`config.mk`:
```
export PLATFORM = sky130hd
export DESIGN_NAME = tpoi_ctrl
export DESIGN_NICKNAME = d
export VERILOG_FILES = /design/src/core/tpoi_ctrl.v /design/src/core/tpoi_fifo.v
export VERILOG_INCLUDE_DIRS = /design/src /design/src/core
export SDC_FILE = /design/constraint.sdc
export NUM_CORES = 1
export LEC_CHECK = 0
export ABC_AREA = 0
export CELL_PAD_IN_SITES_DETAIL_PLACEMENT = 1
export CELL_PAD_IN_SITES_GLOBAL_PLACEMENT = 2
export CORE_ASPECT_RATIO = 1.1
export CORE_MARGIN = 4
export CORE_UTILIZATION = 45
export CTS_CLUSTER_DIAMETER = 120
export CTS_CLUSTER_SIZE = 30
export DETAILED_ROUTE_END_ITERATION = 16
export DONT_BUFFER_PORTS = 1
export PLACE_DENSITY = 0.76
export SYNTH_ARGS = -nofsm -noshare
export SYNTH_HDL_FRONTEND = slang
export SYNTH_SLANG_ARGS = --single-unit
```
`constraint.sdc`:
```
create_clock -name clk -period 9.2 [get_ports clk]
set_input_delay 0.46 -clock clk [delete_from_list [all_inputs] [get_ports clk]]
set_output_delay 0.46 -clock clk [all_outputs]
set_load 0.02 [all_outputs]
```
`src/core/tpoi_defines.vh`:
```
// Constants for the transmit one-step stamp insertion control block
`ifndef TPOI_DEFINES_VH
`define TPOI_DEFINES_VH
// Operation select encodings
`define TPOI_OP_NONE      2'h0
`define TPOI_OP_ONE_STEP  2'h1
`define TPOI_OP_TWO_STEP  2'h2
`define TPOI_OP_RSVD      2'h3
// Field widths
`define TPOI_OFS_W        16
`define TPOI_TAG_W        16
`define TPOI_LANE_W       5
// Tag FIFO word: op(2) upd(1) skew(1) lane(5) csum ofs(16) stamp ofs(16) tag(16)
`define TPOI_WORD_W       57
`define TPOI_FIFO_DEPTH   8
`define TPOI_FIFO_AW      3
// Fill level at which the client sees no room
`define TPOI_FIFO_FULL    4'h8
// Correction field length beyond the checksum offset in transparent mode
`define TPOI_TC_MAX_SPAN  16'h0022
// Lane skew step per PCS lane, in timestamp nanosecond units
`define TPOI_SKEW_STEP    16'h0001
`endif

```
`src/core/tpoi_ctrl.v`:
```
// Transmit per-frame stamp insertion control with tag FIFO and sticky errors
//
// Overview of operation
// - The two-bit select means 00 no stamp, 01 one-step insertion, 10 two-step return, 11 reserved.
// - The update-checksum flag is ignored for no-operation and two-step frames.
// - A one-step frame with the flag at 0 carries no checksum and no checksum byte is touched.
// - A one-step frame with the flag at 1 has its checksum recomputed after insertion.
// - The checksum offset is ignored unless the frame is one-step with the flag at 1.
// - The checksum offset counts bytes from destination address byte 0 to the checksum.
// - For one-step frames the stamp starts at the even stamp offset; otherwise it is ignored.
// - In transparent clock mode the stamp offset locates the correction field instead.
// - Lane skew adjust, when enabled, corrects one-step stamps by the start-of-packet lane.
// - The tag write error status goes to 1 on a write error and holds until transmit reset.
// - The tag read error status goes to 1 on a read error and holds until transmit reset.
`timescale 1ns/100ps
`include "tpoi_defines.vh"
module tpoi_ctrl (
   // Clock and transmit path reset
   input  wire        clk,
   input  wire        rst_n,
   // Per-frame sideband, taken with frame start
   input  wire        frame_start,
   input  wire [1:0]  stamp_operation_select,
   input  wire        update_checksum,
   input  wire [15:0] checksum_byte_offset,
   input  wire [15:0] stamp_byte_offset,
   input  wire [15:0] frame_tag,
   input  wire [4:0]  sop_lane,
   input  wire [63:0] reserved_rx_stamp_input,
   // Static configuration
   input  wire        lane_skew_adjust_enable,
   input  wire        transparent_clock_mode,
   // Insertion engine side, pulls one job per frame
   input  wire        job_ready,
   output reg         job_valid,
   output reg         job_insert,
   output reg         job_return_stamp,
   output reg         job_fix_checksum,
   output reg  [15:0] job_checksum_offset,
   output reg  [15:0] job_field_offset,
   output reg         job_field_is_correction,
   output reg  [15:0] job_skew_adjust,
   output reg  [15:0] job_tag,
   output reg         job_offset_error,
   // Flow control back to the client
   output reg         sideband_ready,
   // Sticky tag FIFO errors
   output reg         tag_fifo_write_error,
   output reg         tag_fifo_read_error
);
   wire                     fifo_in_ready;
   wire                     fifo_out_valid;
   wire [`TPOI_WORD_W-1:0]  fifo_out_data;
   wire [`TPOI_WORD_W-1:0]  fifo_in_data;
   reg                      fifo_pop;
   reg                      load_pending_q;
   wire                     wr_err;
   wire                     rd_err;
   // Decoded fields of the drained word
   wire [1:0]               f_op;
   wire                     f_upd;
   wire                     f_skew;
   wire [4:0]               f_lane;
   wire [15:0]              f_csum;
   wire [15:0]              f_stamp;
   wire [15:0]              f_tag;
   wire                     f_one;
   wire                     f_fix;
   wire [15:0]              csum_limit;
   wire                     odd_ofs;
   wire                     tc_over;
   // Shadow of the FIFO fill level for the client's ready
   wire                     fifo_push;
   reg  [3:0]               fill_q;
   reg  [3:0]               fill_d;

   // Pack sideband; skew enable captured per frame as it is a static setting
   assign fifo_in_data = {stamp_operation_select, update_checksum, lane_skew_adjust_enable,
                          sop_lane, checksum_byte_offset, stamp_byte_offset, frame_tag};

   // Write error: start with no room; read error: reserved select in the loaded word
   assign wr_err    = frame_start & ~fifo_in_ready;
   assign rd_err    = load_pending_q & (f_op == `TPOI_OP_RSVD); // Word is stale at the pop itself
   assign fifo_push = frame_start & fifo_in_ready;

   tpoi_fifo #(
      .WIDTH (`TPOI_WORD_W),
      .DEPTH (`TPOI_FIFO_DEPTH),
      .AW    (`TPOI_FIFO_AW)
   ) u_fifo (
      .clk       (clk),
      .rst_n     (rst_n),
      .in_valid  (frame_start),
      .in_ready  (fifo_in_ready),
      .in_data   (fifo_in_data),
      .out_valid (fifo_out_valid),
      .out_ready (fifo_pop),
      .out_data  (fifo_out_data)
   );

   // Unpack the word that the FIFO registered one cycle after the pop
   assign f_op    = fifo_out_data[56:55];
   assign f_upd   = fifo_out_data[54];
   assign f_skew  = fifo_out_data[53];
   assign f_lane  = fifo_out_data[52:48];
   assign f_csum  = fifo_out_data[47:32];
   assign f_stamp = fifo_out_data[31:16];
   assign f_tag   = fifo_out_data[15:0];
   assign f_one   = (f_op == `TPOI_OP_ONE_STEP);
   assign f_fix   = f_one & f_upd;
   assign csum_limit = f_csum + `TPOI_TC_MAX_SPAN;
   // Odd offsets and an out-of-range correction field are flagged, not fixed
   assign odd_ofs = f_one & (f_stamp[0] | (f_fix & f_csum[0]));
   assign tc_over = f_fix & transparent_clock_mode & (f_stamp > csum_limit);

   // Pop when the job slot is free or being taken; RAM read data appears next cycle
   always @* begin
      fifo_pop = fifo_out_valid & ~load_pending_q & (~job_valid | job_ready);
   end

   // Job slot loaded from the FIFO output one cycle after each pop
   always @(posedge clk) begin
      if (!rst_n) begin
         load_pending_q          <= 1'b0;
         job_valid               <= 1'b0;
         job_insert              <= 1'b0;
         job_return_stamp        <= 1'b0;
         job_fix_checksum        <= 1'b0;
         job_checksum_offset     <= 16'h0000;
         job_field_offset        <= 16'h0000;
         job_field_is_correction <= 1'b0;
         job_skew_adjust         <= 16'h0000;
         job_tag                 <= 16'h0000;
         job_offset_error        <= 1'b0;
      end else begin
         load_pending_q <= fifo_pop;
         if (load_pending_q) begin
            job_valid        <= 1'b1;
            job_insert       <= f_one;
            job_return_stamp <= (f_op == `TPOI_OP_TWO_STEP);
            // Without the flag no checksum byte is touched
            job_fix_checksum <= f_fix;
            // Offset zeroed when not used so stale values never steer the engine
            job_checksum_offset <= f_fix ? f_csum : 16'h0000;
            job_field_offset    <= f_one ? f_stamp : 16'h0000;
            job_field_is_correction <= f_one & transparent_clock_mode;
            // Skew correction only applies to one-step frames
            job_skew_adjust <= (f_one & f_skew) ? ({11'h000, f_lane} * `TPOI_SKEW_STEP) : 16'h0000;
            job_tag          <= f_tag;
            job_offset_error <= odd_ofs | tc_over;
         end else if (job_ready) begin
            job_valid <= 1'b0;
         end
      end
   end

   // Next fill level; mirrors the FIFO's own push and pop
   always @* begin
      fill_d = fill_q;
      if (fifo_push & ~fifo_pop) begin
         fill_d = fill_q + 4'h1;
      end else if (fifo_pop & ~fifo_push) begin
         fill_d = fill_q - 4'h1;
      end
   end

   // Shadow fill register
   always @(posedge clk) begin
      if (!rst_n) begin
         fill_q <= 4'h0;
      end else begin
         fill_q <= fill_d;
      end
   end

   // Ready counts this edge's push, so a start seen with ready high always fits
   always @(posedge clk) begin
      if (!rst_n) begin
         sideband_ready <= 1'b0;
      end else begin
         sideband_ready <= (fill_d != `TPOI_FIFO_FULL);
      end
   end

   // Sticky errors; only the transmit path reset clears them
   always @(posedge clk) begin
      if (!rst_n) begin
         tag_fifo_write_error <= 1'b0;
         tag_fifo_read_error  <= 1'b0;
      end else begin
         if (wr_err) begin
            tag_fifo_write_error <= 1'b1;
         end
         if (rd_err) begin
            tag_fifo_read_error <= 1'b1;
         end
      end
   end
endmodule // tpoi_ctrl

```
`src/core/tpoi_fifo.v`:
```
// Parameterised first-in first-out buffer for per-frame tag words
`timescale 1ns/100ps
module tpoi_fifo #(
   parameter WIDTH = 57,
   parameter DEPTH = 8,
   parameter AW    = 3
) (
   // Clock and reset
   input  wire             clk,
   input  wire             rst_n,
   // Fill side
   input  wire             in_valid,
   output wire             in_ready,
   input  wire [WIDTH-1:0] in_data,
   // Drain side
   output wire             out_valid,
   input  wire             out_ready,
   output reg  [WIDTH-1:0] out_data
);
   reg [WIDTH-1:0] mem [0:DEPTH-1];
   reg [AW-1:0]    wr_ptr_q;
   reg [AW-1:0]    rd_ptr_q;
   reg [AW:0]      count_q;
   wire            push;
   wire            pop;

   assign in_ready  = (count_q != DEPTH[AW:0]);
   assign out_valid = (count_q != {(AW+1){1'b0}});
   assign push      = in_valid & in_ready;
   assign pop       = out_valid & out_ready;

   // Storage write, no reset needed on the array
   always @(posedge clk) begin
      if (push) begin
         mem[wr_ptr_q] <= in_data;
      end
   end

   // Registered read data follows the read pointer one cycle later
   always @(posedge clk) begin
      out_data <= mem[rd_ptr_q];
   end

   // Pointers and fill count
   always @(posedge clk) begin
      if (!rst_n) begin
         wr_ptr_q <= {AW{1'b0}};
         rd_ptr_q <= {AW{1'b0}};
         count_q  <= {(AW+1){1'b0}};
      end else begin
         if (push) begin
            wr_ptr_q <= wr_ptr_q + 1'b1;
         end
         if (pop) begin
            rd_ptr_q <= rd_ptr_q + 1'b1;
         end
         if (push & ~pop) begin
            count_q <= count_q + 1'b1;
         end else if (pop & ~push) begin
            count_q <= count_q - 1'b1;
         end
      end
   end
endmodule // tpoi_fifo

```
After elaboration in Yosys (flattened, before gate mapping). Memories as Yosys holds them, arrays and structs flattened. A register that Yosys moved wholly into a read port is not among the register bits. Cells that the tools add are included.

Bits in registers: 88. Bits in writable memories: 456. Input port bits: 126. Output and inout port bits: 73. Memories: 1.

$add $sub $neg: 7. Order comparisons: 1. Equal/unequal tests: 5. Mux-type cells: 11. Bitwise gates (word level): 26. Reductions and logical operators: 3.

Memory list: u_fifo.mem (words 8, bits a word 57, rd ports 1, clocked after memory_dff 1, wr ports 1, line tpoi_fifo.v:20) `reg [WIDTH-1:0] mem [0:DEPTH-1];`.

Operators with widths (number): two-way mux 16 bit (2); AND 1 bit (17); adder 16 x 6 -> 16 bit (second input constant) (1); greater-than comparator 16 bit (1); two-way mux 4 bit (4); adder 4 x 1 -> 4 bit (second input constant) (2); != test 4 bit (second input constant) (2); subtractor 4 x 1 -> 4 bit (second input constant) (2); adder 3 x 1 -> 3 bit (second input constant) (2); inverter 1 bit (6); two-way mux 5 bit (1); == test 2 bit (second input constant) (2); two-way mux 1 bit (4); nonzero test 2 bit (2); nonzero test 4 bit (1); bitwise OR 1 bit (3); == test 2 x 1 -> 1 bit (second input constant) (1).

Logic depth before layout (Yosys ltp). Gate-level depths: netlist (run 1).

Word-level depth: 7. Depth in mapped cells: 12. Mapped depth without buffers: 12.

Hierarchy. Synthesis (run 1) repeated with hierarchy kept, for this count alone.

Cells, all modules: 1141. Area, all modules: 22195.0 um2.

Modules (own cells, without submodules): tpoi_fifo (times used 1, cells an instance 786, area an instance 19068.3 um2, seq. area each 15034.4 um2); tpoi_ctrl (times used 1, cells an instance 355, area an instance 3126.7 um2, seq. area each 1341.3 um2).

Worst setup path after synthesis (run 1). OpenSTA, ideal clock, no wires.

Kind: reg-to-reg. Start: register u_fifo.count_q[0]. End: memory u_fifo.mem[0][0], enable pin. Arrival: 6.112 ns. Path slack: 2.475 ns. Cell stages (with the launch flop): 4. Path buffers: 0. Clock period less this slack: 6.725 ns. Path through: dfxtp_1 or4b_4 nand2_1 nor4_1.

Longest elaborated chain between the ends: 4.

RTL lines: start, declared (line tpoi_fifo.v:23) `reg [AW:0] count_q;`; start signal, assigned (line tpoi_fifo.v:49) `count_q <= {(AW+1){1'b0}};`; start signal, assigned (line tpoi_fifo.v:58) `count_q <= count_q + 1'b1;`; start signal, assigned (line tpoi_fifo.v:60) `count_q <= count_q - 1'b1;`; != test 4 bit (line tpoi_fifo.v:27) `assign in_ready = (count_q != DEPTH[AW:0]);`; AND 1 bit (line tpoi_fifo.v:29) `assign push = in_valid & in_ready;`; two-way mux 1 bit (line tpoi_fifo.v:34) `if (push) begin`; two-way mux 1 bit (implied by the code) (line tpoi_fifo.v:35) `mem[wr_ptr_q] <= in_data;`; end, declared (line tpoi_fifo.v:20).

Every way passes these cells.

Final worst setup path (run 1).
Start: register u_fifo.out_data[33] (read register of u_fifo.mem). End: register job_offset_error.

Longest elaborated chain between the ends: 4.

RTL lines: start, declared (line tpoi_fifo.v:18) `output reg [WIDTH-1:0] out_data`; adder 16 x 6 -> 16 bit (no source line); greater-than comparator 16 bit (line tpoi_ctrl.v:114) `assign tc_over = f_fix & transparent_clock_mode & (f_stamp > csum_limit);`; AND 1 bit (line tpoi_ctrl.v:114); bitwise OR 1 bit (line tpoi_ctrl.v:150) `job_offset_error <= odd_ofs | tc_over;`; end signal, assigned (line tpoi_ctrl.v:150); end, declared (line tpoi_ctrl.v:44) `output reg job_offset_error,`.

Every way passes these cells. A chain may end at the register's enable or synchronous reset.

==> key figures, run 1 <==
Clock network
  – CTS root buf: clkbuf_16
  – Clk slew on worst S/H paths: 110 ps
  – Num Clock Sinks: 590
  – TritonCTS clock tree: yes
  – CTS H-Tree Depth: 1
  – Max Buffers Root-to-Sink: 3
  – CTS buffer count: 23
  – Clk_lat worst skew: 560 ps

Synthesis
  – Synthesis-stage register bit count: 590
  – Library cells used by synthesis: 49
  – Cells after Synth: 1113
  – Most frequent cell after synthesis: edfxtp_1
  – Syn Std Cell Area: 0.0218 sq mm
  – Seq/Total Area, Yosys: 0.752
  – Top cell type's share of synthesized area: 0.629
  – Commonest cells in the netlist: edfxtp_1 (456), dfxtp_1 (134), mux4_2 (114), nor2_1 (78), mux2_2 (57)
  – Syn_area_per_cell: 19.6 sq um
  – YS warnings: 0
  – Ys flop type: edfxtp_1
  – Synth top area cells: edfxtp_1 (63%), dfxtp_1 (12%), mux4_2 (12%)
  – Post-synth ARST share: 0
  – Post-synth EDFFs: 456
  – Synth area leader: edfxtp_1

Detailed routing
  – M1 WL: 20200 microns
  – Met3 routed WL: 1980 microns
  – Routed vias/inst: 5.55
  – DRC: 0
  – Initial drt markers: 703
  – Post-Route WL: 46200 microns
  – First-pass DRT Iterations: 4
  – Post-route ant nets: 0
  – Wire length per cell: 25.3 microns
  – Via count: 10100
  – Max Used Layer: met5
  – Routed wl met2: 23100 microns

Outcome
  – Outcome: completed

Finish
  – P&R area growth vs syn: 9.11%
  – Nets@finish: 1311
  – FF+latch area: 0.0164 sq mm
  – Share of layout cells above drive strength 1: 0.194
  – Area of the multi-input gates: 0.00516 sq mm
  – Fillers: 4330
  – Post-route cell area: 0.0238 sq mm

Setup path
  – CP Cell Sequence: ha_1, and3_1, o21ai_0, nor2_1, nand2_1, xor2_1, ha_1, and3_1, a221oi_1, nor2b_1, o41ai_1, nand3_1
  – CP max stage delay: 570 ps
  – CP delay by family, top: simple AND/OR/NAND/NOR gates
  – R2R depth: 12
  – End of the critical path: job_offset_error$_SDFFE_PN0P_
  – CP startpoint kind: register
  – RR Endpoint: job_offset_error$_SDFFE_PN0P_
  – Worst R2R Start: u_fifo.out_data[33]$_DFF_P_
  – WP data required: 9650 ps
  – Crit path DAT: 3750 ps
  – Flop2flop setup slack: 5910 ps
  – Worst Path Buf+Inv: 0
  – CP max-delay cell: dfxtp_1
  – Cell count along the critical path: 12
  – Max Fanout on Critical Path: 5
  – CP endpoint kind: register
  – Worst setup path class: register to register
  – CP startpoint: u_fifo.out_data[33]$_DFF_P_

Global routing
  – First-pass GRT wire length: 69900 microns
  – Number of global-route vias before repair: 10900
  – Gr ovfl total: 0
  – Initial antenna violation count: 3
  – Pin count of the biggest net entering global routing: 64
  – Total GRT Usage: 0.177

Place
  – DP HPWL: 26600 microns
  – GPL Wtd Cong: 0.716
  – DP Area: 0.0225 sq mm
  – Post-placement setup slack: 5920 ps
  – Port buffer count: 0

Floorplanning
  – Num rows: 84
  – Chip height: 239 microns
  – Die X: 218 microns
  – Core Region: 0.0478 sq mm
  – IO Pins: 199
  – Starting Density: 0.455
  – Die area: 0.0520 sq mm

STA
  – Final Hold Viols: 0
  – Tmin final: 3290 ps
  – F_max: 304 MHz
  – Slew HR: 0.214
  – # setup viols final: 0
  – Final Cycle Share: 0.358
  – Final TNS setup: 0 ps
  – Worst-Margin Slew: 1180 ps
  – Fin worst setup slack: 5910 ps
  – Clock skew: 27.9 ps
  – Unrepaired setup endpoints after global routing: false
  – Final Max Slew Viols: 0

Power and ir drop
  – Maximum vdd drop: 146 uV
  – Pwr Density: 259 mW/mm^2
  – Leakage: 7.51 nW
  – Pwr Total: 6.15 mW

Flow run
  – Max-cap viol count: 0

Worst hold path
  – Tightest Hold Check Type: input port to register
  – Hold path cells: 2
==> cell type report <==
type | count | share of cell area
timing repair buffer | 75 | 0.0298
clock inverter | 1 | 0.000474
sequential | 590 | 0.690
inverter | 11 | 0.00174
antenna | 2 | 0.000211
tap | 645 | 0.0340
clock buffer | 40 | 0.0269
multi-input combinational | 459 | 0.217
==> power breakdown <==
| part | switching (mW) | total, mW | internal (mW) |
|---|---|---|---|
| Clock | 0.753 | 1.24 | 0.485 |
| Sequential | 0.397 | 3.57 | 3.18 |
| Combinational | 0.615 | 1.34 | 0.722 |
==> metrics by stage <==
step | instances | util | hold slack [ps]
final | 1823 | 0.497 | 55.1
after global routing | 1822 | 0.497 | 53.4
after CTS | 1821 | 0.497 | 22.6
after detailed placement | 1722 | 0.471 | 462
after global placement | 1722 | 0.471 | 451
after floorplan | 1123 | - | 441
==> routing by layer <==
layer / vias up / global-route usage
met5: - / 0
met4: 2 / 0.0391
met3: 54 / 0.0291
met2: 176 / 0.303
met1: 5414 / 0.243
li1: 4480 / -
==> layout by cell type (no fill, tap or decap), types with 3 or more instances in the layout <==
master	instances
a21o_1	3
a21oi_1	14
a22oi_1	33
a31oi_1	3
a32oi_1	6
and3_1	4
buf_4	17
clkbuf_1	17
clkbuf_16	23
conb_1	11
dfxtp_1	130
dfxtp_4	3
dlygate4sd3_1	58
edfxtp_1	456
ha_1	24
inv_1	9
mux2_2	57
mux2i_1	19
mux4_2	114
nand2_1	16
nand3_1	7
nand4_1	4
nor2_1	75
nor2_4	3
nor2b_1	6
nor3_2	4
o21ai_0	3
xnor2_1	8
xor2_1	14
==> registers in the layout (all words and copies together) (netlist names), 3 cells and up <==
signal	cells
u_fifo.mem	456
u_fifo.out_data	57
job_checksum_offset	16
job_field_offset	16
job_tag	16
job_skew_adjust	5
fill_q	4
u_fifo.count_q	4
u_fifo.rd_ptr_q	3
u_fifo.wr_ptr_q	3
==> cells by family after synthesis <==
| family | synth area share |
|---|---|
| flip-flops | 0.752 |
| XOR/XNOR | 0.00885 |
| AO/OA/AOI/OAI | 0.0248 |
| adder cells (fa/ha/maj) | 0.0147 |
| multiplexers | 0.156 |
| buffers and inverters | 0.0150 |
| AND/OR/NAND/NOR | 0.0284 |
| other | 0.000172 |
==> worst min-delay path by stage <==
stage	slack [ps]	from	end
5_1_grt	50	frame_start	tag_fifo_write_error$_SDFFE_PN0P_
6_report	60	transparent_clock_mode	job_field_is_correction$_SDFFE_PN0P_
4_1_cts	20	transparent_clock_mode	job_field_is_correction$_SDFFE_PN0P_
3_3_place_gp	450	u_fifo.out_data[4]$_DFF_P_	job_tag[4]$_SDFFE_PN0P_
2_1_floorplan	440	u_fifo.out_data[10]$_DFF_P_	job_tag[10]$_SDFFE_PN0P_
3_5_place_dp	460	u_fifo.out_data[2]$_DFF_P_	job_tag[2]$_SDFFE_PN0P_
==> repair_timing <==
action                    CTS  global route
hold endpoints to repair  458             0
hold buffers               58             0
setup buffers               0             0
gates resized for setup     0             0
(Power assumes the default switching activity.)
==> inputs of run 2 (changes only) <==
Settings changed: CORE_UTILIZATION 45 to 43.
Clock period 9.2 ns to 3 ns, I/O delays scaled along.
==> key figures, run 2 (same netlist as run 1, synthesis figures left out) <==
Setup path
  – CP startpoint kind: register
  – R2R depth: 11 (-1)
  – CP endpoint kind: register
  – WP data required: 3520 ps (-6130 ps)
  – Max Fanout on Critical Path: 6 (+1)
  – CP max-delay cell: or4b_4
  – CP Cell Sequence: or4b_4, nand2_2, inv_1, ha_1, inv_1, ha_1, a21o_2, a21oi_1, xnor2_1, or3_1, a21oi_1
  – CP max stage delay: 560 ps (about the same)
  – Worst setup path class: register to register
  – Crit path DAT: 3290 ps (-460 ps)

STA
  – Final Max Slew Viols: 0 (unchanged)
  – Clock skew: 24.0 ps (-3.93 ps)
  – Final Hold Viols: 0 (unchanged)
  – Fin worst setup slack: 224 ps (-5680 ps)
  – Worst-Margin Slew: 814 ps (-365 ps)
  – Slew HR: 0.457 (+0.243)
  – Tmin final: 2780 ps (-517 ps)
  – Final Cycle Share: 0.925 (+0.567)
  – F_max: 360 MHz (+19%)
  – # setup viols final: 0 (unchanged)
  – Unrepaired setup endpoints after global routing: false

Power and ir drop
  – Maximum vdd drop: 383 uV (+160%)
  – Leakage: 7.66 nW (+2.1%)
  – Pwr Density: 791 mW/mm^2 (+210%)

Finish
  – Fillers: 4667 (+7.8%)
  – Regs by FF count: u_fifo.mem: 456 flops, u_fifo.out_data: 57 flops
  – Most frequent cells in the layout: edfxtp_1 (456), dfxtp_1 (129), mux4_2 (114), nor2_1 (74), dlygate4sd3_1 (61)
  – Share of layout cells above drive strength 1: 0.211 (+0.0171)
  – P&R area growth vs syn: 11.1%
  – Area of the multi-input gates: 0.00521 sq mm (+0.99%)
  – FF+latch area: 0.0164 sq mm (about the same)
  – Finished Core Util: 0.482 (-0.0145)
  – Nets@finish: 1334 (+1.8%)
  – Max FFs per register: 456 (unchanged)
  – Commonest non-fill, non-tap cell in the layout: edfxtp_1
  – Largest Register: u_fifo.mem

Detailed routing
  – Via count: 10200 (+0.28%)
  – Wire length per cell: 24.8 microns (-2.3%)
  – First-pass DRT Iterations: 5 (+1)
  – Post-route ant nets: 0 (unchanged)
  – Post-Route WL: 46100 microns (-0.24%)
  – DRC: 0 (unchanged)
  – Routed vias/inst: 5.46 (-1.8%)
  – Initial drt markers: 720 (+2.4%)

Floorplanning
  – Chip height: 244 microns (+2.2%)
  – Die X: 223 microns (+2.2%)
  – IO Pins: 199 (unchanged)
  – Die area: 0.0543 sq mm (+4.5%)
  – Starting Density: 0.434 (-0.0211)
  – Num rows: 86 (+2.4%)
  – Core Region: 0.0501 sq mm (+4.9%)

Worst hold path
  – Tightest Hold Check Type: input port to register
  – Hold path cells: 2 (unchanged)

Global routing
  – Initial antenna violation count: 4 (+1)
  – Gr ovfl total: 0 (unchanged)
  – Total GRT Usage: 0.169 (-0.00784)
  – Number of global-route vias before repair: 11000 (+0.35%)
  – First-pass GRT wire length: 70500 microns (+0.82%)
  – Pin count of the biggest net entering global routing: 58 (-9.4%)

Clock network
  – TritonCTS clock tree: yes
  – CTS root buf: clkbuf_16
  – CTS buffer count: 23 (unchanged)
  – Max Buffers Root-to-Sink: 3 (unchanged)
  – Num Clock Sinks: 590 (unchanged)
  – Clk_lat worst skew: 590 ps (+30 ps)
  – CTS H-Tree Depth: 1 (unchanged)
  – Setup bufs post-CTS: 0 (unchanged)
  – Clk slew on worst S/H paths: 110 ps (about the same)

Outcome
  – Outcome: completed

Place
  – DP HPWL: 27800 microns (+4.4%)
  – Post-placement setup slack: 114 ps (-5800 ps)
  – GPL Wtd Cong: 0.746 (+4.2%)
  – Port buffer count: 0 (unchanged)

Flow run
  – Max-cap viol count: 0 (unchanged)
[run 2: cell count changes in the layout (fill, tap and decap cells not counted), sizes merged]
cell / before / now
buf: 17 / 37
dlygate4sd3: 58 / 61
[run 2: worst max-delay path, delay by kind of cell, from the launching register on]
kind | cells | cell delay, ps
flip-flops | 1 | 390
XOR/XNOR | 1 | 90
AO/OA/AOI/OAI | 3 | 520
adder cells (fa/ha/maj) | 2 | 480
AND/OR/NAND/NOR | 3 | 980
buffers and inverters | 2 | 240
[run 2: area by class of cell]
type	count	area share
Antenna cell	2	0.000207
Clock buffer	40	0.0264
Clock inverter	1	0.000466
Inverter	11	0.00171
Multi-Input combinational cell	459	0.215
Sequential cell	590	0.678
Tap cell	660	0.0341
Timing Repair Buffer	98	0.0440
[run 2: final timing paths]
path	from	to	slack (ps)
min	rst_n	job_fix_checksum$_SDFFE_PN0P_	50
max reg2reg	u_fifo.count_q[1]$_SDFFE_PN0P_	u_fifo.count_q[3]$_SDFFE_PN0P_	220
min reg2reg	u_fifo.out_data[1]$_DFF_P_	job_tag[1]$_SDFFE_PN0P_	480
max	u_fifo.count_q[1]$_SDFFE_PN0P_	u_fifo.count_q[3]$_SDFFE_PN0P_	220
[run 2: metal layers]
layer	part of all wire	track usage	up-vias
met5	0.00030	0	-
met4	0.013	0.0288	4
met3	0.052	0.0312	40
met2	0.51	0.293	187
met1	0.43	0.231	5401
li1	-	-	4522
[run 2: power by group]
| group | internal [mW] | switching, mW |
|---|---|---|
| logic | 2.40 | 2.22 |
| registers | 9.74 | 0.976 |
| clock network | 1.48 | 2.30 |
[run 2: stage by stage]
step	setup TNS [ps]	hold slack [ps]	power (mW)	area, sq um	instances
floorplan	-243140	249	13.9	21900	1123
global placement	0	249	15.4	22900	1757
detailed placement	0	249	15.5	22900	1757
CTS	0	19.5	19.4	24200	1859
global route	0	74.2	20.2	24200	1860
finish	0	48.6	19.1	24200	1861
[run 2: repair_timing]
action / in CTS / in global routing
setup endpoints to repair: 0 / 2
resized for setup: 0 / 3
hold buffers: 61 / 0
hold endpoints to repair: 467 / 0
==> inputs of run 3 (changes only) <==
Settings changed: PLACE_DENSITY 0.76 to 0.73.
==> key figures, run 3 (same netlist as run 1, synthesis figures left out) <==
Outcome
  – Outcome: completed

Detailed routing
  – Routed vias/inst: 5.47 (+0.30%)
  – DRC: 0 (unchanged)
  – First-pass DRT Iterations: 5 (unchanged)
  – Wire length per cell: 25.3 microns (+2.1%)
  – Post-route ant nets: 0 (unchanged)
  – Post-Route WL: 47100 microns (+2.1%)
  – Via count: 10200 (+0.25%)
  – Initial drt markers: 667 (-7.4%)

Place
  – Port buffer count: 0 (unchanged)
  – Post-placement setup slack: 131 ps (+17.0 ps)
  – DP Area: 0.0229 sq mm (-0.12%)
  – Placed cells: 1755 (-0.11%)
  – GPL Wtd Cong: 0.745 (-0.19%)
  – DP HPWL: 28000 microns (+0.80%)

Setup path
  – CP delay by family, top: simple AND/OR/NAND/NOR gates
  – CP startpoint: u_fifo.count_q[0]$_SDFFE_PN0P_
  – WP data required: 3530 ps (about the same)
  – CP max-delay cell: or4b_4
  – Max Fanout on Critical Path: 6 (unchanged)
  – Crit path DAT: 3310 ps (+20 ps)
  – CP endpoint kind: register
  – CP startpoint kind: register
  – Worst Path Buf+Inv: 2 (unchanged)
  – CP Cell Sequence: or4b_4, nand2_2, inv_1, ha_1, inv_1, ha_1, a21o_2, a21oi_1, xnor2_1, or3_1, a21oi_1
  – CP max stage delay: 560 ps (about the same)
  – Worst R2R Start: u_fifo.count_q[0]$_SDFFE_PN0P_
  – Worst setup path class: register to register

Floorplanning
  – Num rows: 86 (unchanged)
  – Chip height: 244 microns (unchanged)
  – Die area: 0.0543 sq mm (unchanged)
  – Die X: 223 microns (unchanged)
  – IO Pins: 199 (unchanged)
  – Starting Density: 0.434 (unchanged)
  – Core Region: 0.0501 sq mm (unchanged)

STA
  – Clock skew: 27.4 ps (+3.44 ps)
  – Worst-Margin Slew: 978 ps (+164 ps)
  – Final Max Slew Viols: 0 (unchanged)
  – Worst hold slack: 104 ps (+55.3 ps)
  – Final Cycle Share: 0.926 (about the same)
  – Final Hold Viols: 0 (unchanged)
  – Unrepaired setup endpoints after global routing: false
  – # setup viols final: 0 (unchanged)
  – Slew HR: 0.346 (-0.112)
  – F_max: 360 MHz (about the same)
  – Tmin final: 2780 ps (+1.78 ps)
  – Fin worst setup slack: 222 ps (-1.78 ps)

Worst hold path
  – Tightest Hold Check Type: input port to register
  – Hold path startpoint: frame_start

Clock network
  – TritonCTS clock tree: yes
  – CTS root buf: clkbuf_16
  – Setup bufs post-CTS: 0 (unchanged)
  – CTS buffer count: 23 (unchanged)
  – Clk slew on worst S/H paths: 120 ps (about the same)
  – Max Buffers Root-to-Sink: 3 (unchanged)
  – Clk_lat worst skew: 590 ps (about the same)
  – Num Clock Sinks: 590 (unchanged)
  – CTS H-Tree Depth: 1 (unchanged)

Finish
  – Regs by FF count: u_fifo.mem: 456 flops, u_fifo.out_data: 57 flops
  – Most frequent cells in the layout: edfxtp_1 (456), dfxtp_1 (129), mux4_2 (114), nor2_1 (74), dlygate4sd3_1 (61)
  – Final std cells w/o fill: 1860 (-0.054%)
  – Commonest non-fill, non-tap cell in the layout: edfxtp_1
  – Finished Core Util: 0.482 (-0.000524)
  – P&R area growth vs syn: 11.0%
  – Max FFs per register: 456 (unchanged)
  – Post-route cell area: 0.0242 sq mm (-0.11%)
  – Share of layout cells above drive strength 1: 0.210 (-0.00149)
  – Nets@finish: 1332 (-0.15%)
  – Largest Register: u_fifo.mem

Power and ir drop
  – Leakage: 7.65 nW (-0.18%)
  – Sw power: 5.52 mW (+0.37%)
  – Clk network pwr share: 0.198 (about the same)
  – Int Power: 13.6 mW (-0.11%)
  – Maximum vdd drop: 389 uV (+1.5%)
  – Reg power frac: 0.561 (about the same)
  – Net Sw Frac: 0.289 (+0.000972)
  – Comb pwr share: 0.241 (about the same)
  – Pwr Density: 792 mW/mm^2 (+0.14%)

Global routing
  – Initial antenna violation count: 4 (unchanged)
  – First-pass GRT wire length: 71600 microns (+1.6%)
  – Number of global-route vias before repair: 11000 (+0.51%)
  – Total GRT Usage: 0.173 (+0.00363)
  – Gr ovfl total: 0 (unchanged)
  – Pin count of the biggest net entering global routing: 60 (+3.4%)

Flow run
  – Max-cap viol count: 0 (unchanged)
run 3: power by group through the flow:
stage | registers [mW] | clock network (mW) | logic (mW)
after floorplan | 10.4 | 0 | 3.48
after global placement | 10.9 | 0 | 4.42
after detailed placement | 10.9 | 0 | 4.52
after CTS | 10.8 | 3.95 | 4.71
after global routing | 10.8 | 4.29 | 5.13
final | 10.7 | 3.80 | 4.61
run 3: worst paths after layout:
kind	to	slack (ps)	depth (start not counted)
max	u_fifo.count_q[3]$_SDFFE_PN0P_	220	11
min	fill_q[0]$_SDFF_PN0_	100	4
max reg2reg	u_fifo.count_q[3]$_SDFFE_PN0P_	220	11
min reg2reg	job_tag[7]$_SDFFE_PN0P_	490	2
run 3: area by class of cell:
class                           instances  area [sq um]
Inverter                               11          41.3
Timing Repair Buffer                   96          1040
Clock inverter                          3          21.3
Antenna cell                            2          5.00
Sequential cell                       590         16400
Multi-Input combinational cell        459          5210
Clock buffer                           39           636
Fill cell                            4595         26000
Tap cell                              660           826
run 3: timing repair:
item	CTS	global route
endpoints found under the hold margin	477	0
setup endpoints to repair	0	1
hold buffers	61	0
resized for setup	0	3
run 3: stage by stage:
| step | TNS, ps | total power, mW |
|---|---|---|
| after global routing | 0 | 20.3 |
| after CTS | 0 | 19.4 |
| after detailed placement | 0 | 15.5 |
| final | 0 | 19.1 |
| after global placement | 0 | 15.3 |
| after floorplan | -243140 | 13.9 |
run 3: metal layers:
metal | GRT usage | vias to the layer above | routed length (microns)
li1 | - | 4518 | -
met1 | 0.232 | 5467 | 20000
met2 | 0.303 | 150 | 24300
met3 | 0.0298 | 40 | 2120
met4 | 0.0314 | 4 | 590
met5 | 0 | - | 26
run 3: worst reg2reg max path, cell delays in order, from the launching register on:
cell     delay (ps)
dfxtp_2         380
or4b_4          560
nand2_2         110
inv_1           130
ha_1            250
inv_1           130
ha_1            250
a21o_2          210
a21oi_1         170
xnor2_1          90
or3_1           300
a21oi_1         140
